File: config.mk
export PLATFORM = sky130hd
export DESIGN_NAME = adp_top
export DESIGN_NICKNAME = d
export VERILOG_FILES = /design/src/adp_pkg.sv /design/src/adp_top.sv /design/src/adp_decode.sv /design/src/adp_sync2.sv
export VERILOG_INCLUDE_DIRS = /design/src /design/src/src
export SDC_FILE = /design/constraint.sdc
export NUM_CORES = 1
export LEC_CHECK = 0
export CAP_MARGIN = 40
export CORE_MARGIN = 2
export CORE_UTILIZATION = 67
export CTS_BUF_LIST = sky130_fd_sc_hd__clkbuf_16
export CTS_CLUSTER_SIZE = 10
export DETAILED_ROUTE_END_ITERATION = 12
export DONT_BUFFER_PORTS = 1
export GPL_ROUTABILITY_DRIVEN = 0
export PLACE_DENSITY = 0.83
export SETUP_SLACK_MARGIN = 0.05
export SYNTH_ARGS = -nofsm -noshare
export SYNTH_HDL_FRONTEND = slang
export SYNTH_HIERARCHICAL = 1
export SYNTH_SLANG_ARGS = --single-unit
File: constraint.sdc
create_clock -name i_clk -period 4.2 [get_ports i_clk]
set_clock_uncertainty 0.2 [all_clocks]
set_input_delay 1.26 -clock i_clk [delete_from_list [all_inputs] [get_ports i_clk]]
set_output_delay 1.26 -clock i_clk [all_outputs]
set_load 0.02 [all_outputs]
File: src/adp_cfg.svh
/*
 Address map, register offsets, field masks and select positions for the
 address decode and port register block. Definitions only.
*/
`ifndef ADP_CFG_SVH
`define ADP_CFG_SVH

// Region bounds of the 64-Kbyte map
`define ADP_IO_LO 16'h0000
`define ADP_IO_HI 16'h005f
`define ADP_RAM_LO 16'h0060
`define ADP_RAM_HI 16'h035f
`define ADP_UNIMP_LO 16'h0360
`define ADP_UNIMP_HI 16'h9fff
`define ADP_FLASH_LO 16'ha000
`define ADP_FLASH_HI 16'hfdff
`define ADP_RESET_CAUSE_STATUS_ADDR 16'hfe01
`define ADP_RSVD_LO 16'hfe02
`define ADP_RSVD_HI 16'hfe07
`define ADP_FLASH_PROGRAM_CONTROL_ADDR 16'hfe08
`define ADP_LVI_ADDR 16'hfe0f
`define ADP_MON_LO 16'hfe10
`define ADP_MON_HI 16'hfeff
`define ADP_FLASH_BLOCK_PROTECTION_ADDR 16'hff80
`define ADP_VECT_LO 16'hffd2
`define ADP_VECT_HI 16'hffff
`define ADP_COP_ADDR 16'hffff

// Port register offsets inside the I/O page
`define ADP_PTA_OFS 16'h0000
`define ADP_PTB_OFS 16'h0001
`define ADP_PTC_OFS 16'h0002
`define ADP_PTD_OFS 16'h0003
`define ADP_PORT_A_DIRECTION_OFS 16'h0004
`define ADP_PORT_B_DIRECTION_OFS 16'h0005
`define ADP_PORT_C_DIRECTION_OFS 16'h0006
`define ADP_HOLE_OFS 16'h0007
`define ADP_PTE_OFS 16'h0008
`define ADP_PTF_OFS 16'h0009

// Implemented-bit masks and reset values
`define ADP_PTC_MASK 8'h7f
`define ADP_PTD_MASK 8'h7f
`define ADP_PTF_MASK 8'h3f
`define ADP_PORT_C_DIRECTION_MASK 8'h7f
`define ADP_DIR_RST 8'h00

// One-hot select positions
`define ADP_SEL_W 12
`define ADP_SEL_PORT 0
`define ADP_SEL_IO 1
`define ADP_SEL_RAM 2
`define ADP_SEL_FLASH 3
`define ADP_SEL_RESET_CAUSE_STATUS 4
`define ADP_SEL_RSVD 5
`define ADP_SEL_FLASH_PROGRAM_CONTROL 6
`define ADP_SEL_LVI 7
`define ADP_SEL_MON 8
`define ADP_SEL_FLASH_BLOCK_PROTECTION 9
`define ADP_SEL_VECT 10
`define ADP_SEL_COP 11

`endif

File: src/adp_pkg.sv
/*
 Types for the address decode and port register block.
 Assumes adp_cfg.svh is on the include path.
*/
`include "adp_cfg.svh"

package adp_pkg;

   typedef logic [`ADP_SEL_W-1:0] adp_sel_t;

   typedef struct packed {
      logic [7:0] port_a_output_latch;
      logic [7:0] port_b_output_latch;
      logic [7:0] port_c_output_latch;
      logic [7:0] port_e_output_latch;
      logic [7:0] port_f_output_latch;
      logic [7:0] port_a_direction;
      logic [7:0] port_b_direction;
      logic [7:0] port_c_direction;
      logic [7:0] rdata;
      adp_sel_t sel;
      logic sel_wr;
      logic ill_req;
      logic ill_flag;
      logic [15:0] ill_addr;
   } adp_state_t;

endpackage

File: src/adp_top.sv
/*
 Address decode for the 64-Kbyte CPU map plus the first ten I/O page
 locations: port A-C, E and F data latches, port D pin read and port A-C direction registers.
 Assumes the CPU bus master on i_clk with one-cycle strobes and read
 data taken the cycle after the read strobe; memories and other
 registers sit outside and use the registered selects.
*/
// Local design decision: the address-and-strobe port.
`timescale 1ns/1ns
`default_nettype none
`include "adp_cfg.svh"

module adp_top
   import adp_pkg::*;
(
   // Clock and reset
   input wire logic i_clk,
   input wire logic i_rst_n,
   // CPU register bus
   input wire logic [15:0] i_addr,
   input wire logic [7:0] i_wdata,
   input wire logic i_wr,
   input wire logic i_rd,
   output logic [7:0] o_rdata,
   // Configuration from the option register
   input wire logic i_illegal_rst_en,
   // Direction of ports E and F, held elsewhere
   input wire logic [7:0] i_pte_dir,
   input wire logic [7:0] i_ptf_dir,
   // Pin levels, asynchronous
   input wire logic [7:0] i_pta_pin,
   input wire logic [7:0] i_ptb_pin,
   input wire logic [7:0] i_ptc_pin,
   input wire logic [7:0] i_ptd_pin,
   input wire logic [7:0] i_pte_pin,
   input wire logic [7:0] i_ptf_pin,
   // Region selects, registered
   output adp_pkg::adp_sel_t o_sel,
   output logic o_sel_wr,
   // Illegal address handling
   output logic o_illegal_rst_req,
   output logic o_illegal_flag,
   output logic [15:0] o_illegal_addr,
   // Port latches and directions to the pin logic
   output logic [7:0] o_pta_out,
   output logic [7:0] o_ptb_out,
   output logic [7:0] o_ptc_out,
   output logic [7:0] o_pte_out,
   output logic [7:0] o_ptf_out,
   output logic [7:0] o_pta_dir,
   output logic [7:0] o_ptb_dir,
   output logic [7:0] o_ptc_dir
);
   import adp_pkg::*;

   adp_state_t st_r;
   adp_state_t st_nxt;

   adp_sel_t dec_sel;
   logic dec_illegal;
   logic access;

   logic [7:0] pta_s;
   logic [7:0] ptb_s;
   logic [7:0] ptc_s;
   logic [7:0] ptd_s;
   logic [7:0] pte_s;
   logic [7:0] ptf_s;

   logic [7:0] pta_view;
   logic [7:0] ptb_view;
   logic [7:0] ptc_view;
   logic [7:0] pte_view;
   logic [7:0] ptf_view;
   logic [7:0] port_rd;

   // Decode is purely combinational; selects leave registered
   adp_decode u_decode (
      .i_addr(i_addr),
      .o_sel(dec_sel),
      .o_illegal(dec_illegal)
   );

   // Pins are asynchronous to the bus clock
   adp_sync2 #(.W(48)) u_pin_sync (
      .i_clk(i_clk),
      .i_rst_n(i_rst_n),
      .i_async({i_pta_pin, i_ptb_pin, i_ptc_pin, i_ptd_pin, i_pte_pin, i_ptf_pin}),
      .o_sync({pta_s, ptb_s, ptc_s, ptd_s, pte_s, ptf_s})
   );

   assign access = i_wr | i_rd;

   // Output bits read back the latch, input bits the pin
   genvar b;
   generate
      for (b = 0; b < 8; b++) begin : g_view
         assign pta_view[b] = st_r.port_a_direction[b] ?
                              st_r.port_a_output_latch[b] : pta_s[b];
         assign ptb_view[b] = st_r.port_b_direction[b] ?
                              st_r.port_b_output_latch[b] : ptb_s[b];
         assign ptc_view[b] = st_r.port_c_direction[b] ?
                              st_r.port_c_output_latch[b] : ptc_s[b];
         assign pte_view[b] = i_pte_dir[b] ? st_r.port_e_output_latch[b] : pte_s[b];
         assign ptf_view[b] = i_ptf_dir[b] ? st_r.port_f_output_latch[b] : ptf_s[b];
      end
   endgenerate

   // Read mux of the local port block
   always_comb begin
      port_rd = 8'h00;
      unique case (i_addr)
         `ADP_PTA_OFS: port_rd = pta_view;
         `ADP_PTB_OFS: port_rd = ptb_view;
         `ADP_PTC_OFS: port_rd = ptc_view & `ADP_PTC_MASK;
         `ADP_PTD_OFS: port_rd = ptd_s & `ADP_PTD_MASK;
         `ADP_PORT_A_DIRECTION_OFS: port_rd = st_r.port_a_direction;
         `ADP_PORT_B_DIRECTION_OFS: port_rd = st_r.port_b_direction;
         `ADP_PORT_C_DIRECTION_OFS: port_rd = st_r.port_c_direction & `ADP_PORT_C_DIRECTION_MASK;
         `ADP_PTE_OFS: port_rd = pte_view;
         `ADP_PTF_OFS: port_rd = ptf_view & `ADP_PTF_MASK;
         default: port_rd = 8'h00;
      endcase
   end

   always_comb begin
      st_nxt = st_r;

      // Selects and strobe kind stand for one cycle after the strobe
      st_nxt.sel = access ? dec_sel : '0;
      st_nxt.sel_wr = i_wr;

      // Read data only in the cycle after a read; port reads have no side effect
      st_nxt.rdata = 8'h00;
      if (i_rd && dec_sel[`ADP_SEL_PORT]) begin
         st_nxt.rdata = port_rd;
      end

      // Writes; port D and reserved bits take nothing
      if (i_wr && dec_sel[`ADP_SEL_PORT]) begin
         unique case (i_addr)
            `ADP_PTA_OFS: begin
               st_nxt.port_a_output_latch = i_wdata;
            end
            `ADP_PTB_OFS: begin
               st_nxt.port_b_output_latch = i_wdata;
            end
            `ADP_PTC_OFS: begin
               st_nxt.port_c_output_latch = i_wdata & `ADP_PTC_MASK;
            end
            `ADP_PORT_A_DIRECTION_OFS: begin
               st_nxt.port_a_direction = i_wdata;
            end
            `ADP_PORT_B_DIRECTION_OFS: begin
               st_nxt.port_b_direction = i_wdata;
            end
            `ADP_PORT_C_DIRECTION_OFS: begin
               st_nxt.port_c_direction = i_wdata & `ADP_PORT_C_DIRECTION_MASK;
            end
            `ADP_PTE_OFS: begin
               st_nxt.port_e_output_latch = i_wdata;
            end
            `ADP_PTF_OFS: begin
               st_nxt.port_f_output_latch = i_wdata & `ADP_PTF_MASK;
            end
            default: begin
               // Port D is pin state only
               st_nxt.port_a_output_latch = st_r.port_a_output_latch;
            end
         endcase
      end

      // Illegal access: flag always, reset request only when enabled
      st_nxt.ill_req = access & dec_illegal & i_illegal_rst_en;
      if (access && dec_illegal) begin
         st_nxt.ill_flag = 1'b1;
         st_nxt.ill_addr = i_addr;
      end
   end

   // Port latches keep their contents through reset on purpose
   always_ff @(posedge i_clk or negedge i_rst_n) begin
      if (!i_rst_n) begin
         st_r.port_a_direction <= `ADP_DIR_RST;
         st_r.port_b_direction <= `ADP_DIR_RST;
         st_r.port_c_direction <= `ADP_DIR_RST;
         st_r.rdata <= 8'h00;
         st_r.sel <= '0;
         st_r.sel_wr <= 1'b0;
         st_r.ill_req <= 1'b0;
         st_r.ill_flag <= 1'b0;
         st_r.ill_addr <= 16'h0000;
      end else begin
         st_r <= st_nxt;
      end
   end

   assign o_rdata = st_r.rdata;
   assign o_sel = st_r.sel;
   assign o_sel_wr = st_r.sel_wr;
   assign o_illegal_rst_req = st_r.ill_req;
   assign o_illegal_flag = st_r.ill_flag;
   assign o_illegal_addr = st_r.ill_addr;
   assign o_pta_out = st_r.port_a_output_latch;
   assign o_ptb_out = st_r.port_b_output_latch;
   assign o_ptc_out = st_r.port_c_output_latch;
   assign o_pte_out = st_r.port_e_output_latch;
   assign o_ptf_out = st_r.port_f_output_latch;
   assign o_pta_dir = st_r.port_a_direction;
   assign o_ptb_dir = st_r.port_b_direction;
   assign o_ptc_dir = st_r.port_c_direction;

endmodule // adp_top

`default_nettype wire

File: src/adp_decode.sv
/*
 Combinational address decoder: one-hot region select or illegal flag.
 Assumes a 16-bit address that is stable while a strobe is high.
*/
`timescale 1ns/1ns
`default_nettype none
`include "adp_cfg.svh"

module adp_decode
   import adp_pkg::*;
(
   // Address
   input wire logic [15:0] i_addr,
   // Decode result
   output adp_pkg::adp_sel_t o_sel,
   output logic o_illegal
);
   import adp_pkg::*;

   always_comb begin
      o_sel = '0;
      o_illegal = 1'b0;
      if (i_addr <= `ADP_PTF_OFS) begin
         if (i_addr == `ADP_HOLE_OFS) begin
            o_illegal = 1'b1;
         end else begin
            o_sel[`ADP_SEL_PORT] = 1'b1;
         end
      end else if (i_addr <= `ADP_IO_HI) begin
         o_sel[`ADP_SEL_IO] = 1'b1;
      end else if (i_addr <= `ADP_RAM_HI) begin
         o_sel[`ADP_SEL_RAM] = 1'b1;
      end else if (i_addr <= `ADP_UNIMP_HI) begin
         o_illegal = 1'b1;
      end else if (i_addr <= `ADP_FLASH_HI) begin
         o_sel[`ADP_SEL_FLASH] = 1'b1;
      end else if (i_addr == `ADP_RESET_CAUSE_STATUS_ADDR) begin
         o_sel[`ADP_SEL_RESET_CAUSE_STATUS] = 1'b1;
      end else if (i_addr >= `ADP_RSVD_LO && i_addr <= `ADP_RSVD_HI) begin
         o_sel[`ADP_SEL_RSVD] = 1'b1;
      end else if (i_addr == `ADP_FLASH_PROGRAM_CONTROL_ADDR) begin
         o_sel[`ADP_SEL_FLASH_PROGRAM_CONTROL] = 1'b1;
      end else if (i_addr == `ADP_LVI_ADDR) begin
         o_sel[`ADP_SEL_LVI] = 1'b1;
      end else if (i_addr >= `ADP_MON_LO && i_addr <= `ADP_MON_HI) begin
         o_sel[`ADP_SEL_MON] = 1'b1;
      end else if (i_addr == `ADP_FLASH_BLOCK_PROTECTION_ADDR) begin
         o_sel[`ADP_SEL_FLASH_BLOCK_PROTECTION] = 1'b1;
      end else if (i_addr == `ADP_COP_ADDR) begin
         // Watchdog wins over the vector it overlays
         o_sel[`ADP_SEL_COP] = 1'b1;
      end else if (i_addr >= `ADP_VECT_LO) begin
         o_sel[`ADP_SEL_VECT] = 1'b1;
      end else begin
         // $FE00, $FE09-$FE0E, $FF00-$FF7F, $FF81-$FFD1
         o_illegal = 1'b1;
      end
   end

endmodule // adp_decode

`default_nettype wire

File: src/adp_sync2.sv
/*
 Two flip-flop synchroniser for a group of pin inputs.
 Assumes each bit is an independent level; no bus coherence.
*/
`timescale 1ns/1ns
`default_nettype none

module adp_sync2 #(
   parameter int W = 8
) (
   // Clock and reset
   input wire logic i_clk,
   input wire logic i_rst_n,
   // Pins in, synchronised out
   input wire logic [W-1:0] i_async,
   output logic [W-1:0] o_sync
);

   typedef struct packed {
      logic [W-1:0] meta;
      logic [W-1:0] stable;
   } adp_sync_t;

   adp_sync_t st_r;
   adp_sync_t st_nxt;

   always_comb begin
      st_nxt.meta = i_async;
      st_nxt.stable = st_r.meta;
   end

   always_ff @(posedge i_clk or negedge i_rst_n) begin
      if (!i_rst_n) begin
         st_r <= '0;
      end else begin
         st_r <= st_nxt;
      end
   end

   assign o_sync = st_r.stable;

endmodule // adp_sync2

`default_nettype wire

### Yosys cells after proc, flatten, opt, wreduce, memory -nomap -nowiden

Cells that the tools add are included.

| operators by class | value |
|---|---|
| add/subtract/negate cells | 0 |
| magnitude comparators | 10 |
| $mul | 0 |
| eq/ne operators | 14 |
| reductions and logical operators | 14 |
| shifts and indexed selects | 0 |
| bitwise logic cells | 3 |
| div/mod/pow operators | 0 |
| muxes and demuxes | 79 |

Operators with widths:

| cell | count |
|---|---|
| $eq A16 B16 Y1 const B | 5 |
| $pmux W8 S9 | 1 |
| $mux W1 | 65 |
| $eq A16 B3 Y1 const B | 4 |
| $le A16 B16 Y1 const B | 4 |
| $ge A16 B16 Y1 const B | 3 |
| $eq A16 B2 Y1 const B | 2 |
| $eq A16 B4 Y1 const B | 2 |
| $mux W9 | 2 |
| $eq A16 B1 Y1 const B | 1 |
| $le A16 B10 Y1 const B | 1 |
| $le A16 B4 Y1 const B | 1 |
| $le A16 B7 Y1 const B | 1 |
| $logic_not A16 Y1 | 1 |
| $mux W8 | 2 |
| $reduce_and A3 Y1 | 5 |
| $mux W12 | 1 |
| $mux W11 | 1 |
| $mux W10 | 1 |
| $mux W7 | 1 |
| $mux W6 | 1 |
| $reduce_and A2 Y1 | 3 |
| $logic_and A1 B1 Y1 | 5 |
| $mux W5 | 1 |
| other kinds (5) | 6 |

| word-level totals | value |
|---|---|
| memories | 0 |
| bits in writable memories | 0 |
| input bits | 93 |
| latch bits | 0 |
| bits in registers | 195 |
| output and inout bits | 103 |
| memory bits (read-only) | 0 |

### Longest topological paths before layout

| depth | value |
|---|---|
| depth after elaboration | 16 |
| depth in mapped cells | 8 |

### By module

The synthesis kept the hierarchy.

By module, submodules not included:

| module | instances | area an instance (µm²) | sequential area each (µm²) | cells an instance |
|---|---|---|---|---|
| adp_top | 1 | 4474.3 | 2662.6 | 307 |
| adp_sync2 | 1 | 2402.3 | 2402.3 | 96 |
| adp_decode | 1 | 362.8 | 0.0 | 60 |

### Worst setup path before layout

No wires, ideal clock.

| timing | value |
|---|---|
| kind | input-to-reg |
| start point | in i_addr[5] |
| end point | reg st_r, in the netlist o_ptb_dir[0] |
| stages | 5 |
| setup time | 0.125 ns |
| arrival | 3.584 ns |
| data required time | 3.875 ns |
| slack | 0.292 ns |
| cells stage by stage | or4_4 nor4_1 nand3_1 nor2_1 mux2_2 |

| on the way | value |
|---|---|
| word-level cells in the longest chain between the ends | 5 |

Ends and longest elaborated chain:

| what | line | text |
|---|---|---|
| start, declared | adp_top.sv:20 | `input wire logic [15:0] i_addr,` |
| parallel branches: the longest is 2 deep, another holds $le A16 B4 Y1 | - |  |
| $mux W1 (*) | adp_decode.sv:23 | `` if (i_addr <= `ADP_PTF_OFS) begin `` |
| named net dec_sel[0] | adp_top.sv:59 | `adp_sel_t dec_sel;` |
| $logic_and A1 B1 Y1 (*) | adp_top.sv:140 | `` if (i_wr && dec_sel[`ADP_SEL_PORT]) begin `` |
| $reduce_and A2 Y1 (no source line) (*) | - |  |
| end signal, assigned | adp_top.sv:194 | `st_r <= st_nxt;` |
| end, declared | adp_top.sv:56 | `adp_state_t st_r;` |

Mark *: on every way through the listed nets, which the timed path passes.
A chain may end at the register's enable or synchronous reset.

### Worst setup path in the final report

| timing | value |
|---|---|
| start point | in i_addr[5] |
| end point | reg st_r, in the netlist o_ptb_out[3] (enable) |

| on the way | value |
|---|---|
| word-level cells in the longest chain between the ends | 5 |

Ends and longest elaborated chain:

| what | line |
|---|---|
| parallel branches: the longest is 2 deep, another holds $le A16 B4 Y1 | - |
| $mux W1 (*) | adp_decode.sv:23 |
| named net dec_sel[0] | adp_top.sv:59 |
| $logic_and A1 B1 Y1 (*) | adp_top.sv:140 |
| $reduce_and A3 Y1 (no source line) (*) | - |

Marks and branches as above.

==> flow_summary.ini <==
[synthesis]
synth.avg_cell_area_um2 = 15.47
ys_warn_count = 6
syn_inst = 455
synthesis.area_mm2 = 0.007039

[critical_path]
cpMostUsedCell = buf_4
critPathRequiredTime_ns = 4.13
crit_fanout = 10
critPathSlowestCell = or4_4
r2r-end = o_rdata[0]
slowest_delay_ns = 0.55
setup.worst_path.start_class = primary input
crit_start = i_addr[5]
cp_cell_sequence = or4_4 > nor4_1 > buf_4 > nand4_1 > nor3_2 > buf_4
cp_num_buf_inv = 2
crit_path_end_kind = flop
r2r_slack_ns = 2.44
rr_startpoint = o_ptb_dir[0]
worstRegToRegCells = 4
cp_data_arrival_time_ns = 3.31
worstSetupPathType = in -> reg
path_delay_family = simple AND/OR/NAND/NOR gates

[hold_path]
worst_hold_path_type = reg -> reg
hold_end = u_pin_sync/o_sync[40]
min_path_cells = 0
hp-start = u_pin_sync/st_nxt[40]

[timing]
rsz0062_at_grt = no
fin_tns_setup_ns = 0
setup_viol = 0
min_period_over_period = 0.8026
relSlewSlack = 0.4618
slew_viol_final = 0
tightest_slew_ns = 0.8073
finalHoldViolations = 0
max_freq_ghz = 0.2966
min_period_ns = 3.371

[power_and_ir_drop]
ir_drop_uv = 388.4
cellPowerDensity_mw_per_mm2 = 449.6
report.power.total_mw = 3.510
p_leak_nw = 3.211

[detailed_routing]
drc_errors = 0
ant_nets = 0
drt-vias-per-instance = 6.654
wl_per_cell_um = 25.43
drt_iter0_drc = 374
dr.pass1.iters = 5
finalWirelength_mm = 15.89
vias = 4159

[outcome]
status = completed

[cts]
cts_buffer_depth = 2
cts_hold_buf = 0
cts.sinks = 187
cts.repair.resized = 0
htree_levels = 4
numCtsBuffers = 17
cts_tree = yes
path_clk_slew_ns = 0.06
worst_skew_pair.late_latency_ns = 0.43
cts_root_buffer = clkbuf_16
post_cts_buffers = 0

[grt]
grt_pass1_wl_mm = 24.41
grt_usage = 0.2970
grt_max_degree = 154
grt_pass1_vias = 4267
antenna_found_initial = 1
grt-ovfl-total = 0

[place]
portBuffers = 0
hpwl_mm = 10.50

[floorplan]
num_rows = 37
fp.dieW_um = 106.5
start_util = 0.6849
fp.dieH_um = 106.5
io_pins = 196
dieArea_mm2 = 0.01134
core_area_mm2 = 0.01028

[layout]
num-fill-cells = 625
multi_input_comb_area_mm2 = 0.002101
area_growth_pct = 10.91
regArea_mm2 = 0.004865
nets = 568
final_layout_size_suffix_gt1_frac = 0.2254

[job]
cap_violations = 0
-- cell type report --
| type | count | share of cell area |
|---|---|---|
| tap | 136 | 0.02179 |
| multi-input combinational | 250 | 0.2691 |
| inverter | 2 | 0.0009615 |
| sequential | 187 | 0.6231 |
| clock inverter | 15 | 0.01394 |
| timing repair buffer | 17 | 0.01635 |
| antenna | 1 | 0.0003205 |
| clock buffer | 17 | 0.05449 |
-- stage by stage --
step	std cells	setup WS (ns)	hold slack, ns	utilization	cell area (um2)
global placement	592	0.4864	0.1311	0.7075	7271
global route	624	0.7895	0.1543	0.7594	7805
detailed placement	592	0.4421	0.1347	0.7075	7271
floorplan	458	0.2915	0.1312	-	7051
finish	625	0.8289	0.1472	0.7597	7807
CTS	624	0.8417	0.1487	0.7594	7805
-- routing by layer --
metal / wire length [um] / global-route usage / part of all wire
met5: 0 / 0 / 0
met4: 431 / 0.1336 / 0.027
met3: 1611 / 0.09687 / 0.10
met2: 7885 / 0.4739 / 0.50
met1: 5966 / 0.3751 / 0.38
-- report_power, final --
group / internal [mW] / total, mW / switching, mW
Clock: 0.801 / 1.43 / 0.633
Combinational: 0.0547 / 0.102 / 0.0471
Sequential: 1.92 / 1.97 / 0.0573
Total: 2.77 / 3.51 / 0.738
-- flip-flops by register name (all words and copies together), names as in the netlist, 6 cells and up --
signal and count:
o_pte_out 8, o_pta_dir 8, o_ptf_out 6, o_rdata 8, o_sel 12, o_ptb_out 8, u_pin_sync/st_nxt 44, o_illegal_addr 16
o_ptc_dir 7, o_pta_out 8, o_ptc_out 7, o_ptb_dir 8, u_pin_sync/o_sync 44
-- how the worst max path moves through the flow --
stage	end	slack (ns)	cells past startpoint
4_1_cts	o_ptb_out[3]	0.84	6
5_1_grt	o_ptc_dir[4]	0.79	6
6_report	o_ptb_out[3]	0.83	6
2_1_floorplan	o_ptb_dir[0]	0.29	5
3_3_place_gp	o_ptb_out[1]	0.49	6
3_5_place_dp	o_ptc_dir[1]	0.44	6
-- placed cells by master (no fill, tap or decap), types with 5 or more instances in the layout --
master and n:
nor3_1 8, a22oi_1 9, clkinv_1 6, nand2_1 7, o2bb2ai_1 12, mux2_2 42, nand4_1 6, buf_4 17
a31oi_1 7, mux2i_1 27, o21ai_0 6, a2bb2oi_1 5, nor2_1 13, clkbuf_16 17, nor2b_1 14, edfxtp_1 37
nand3_1 6, nor4_1 6, mux2_4 8, dfrtp_1 150, nor4_2 5
No activity file was read; power rests on OpenSTA's default activity.
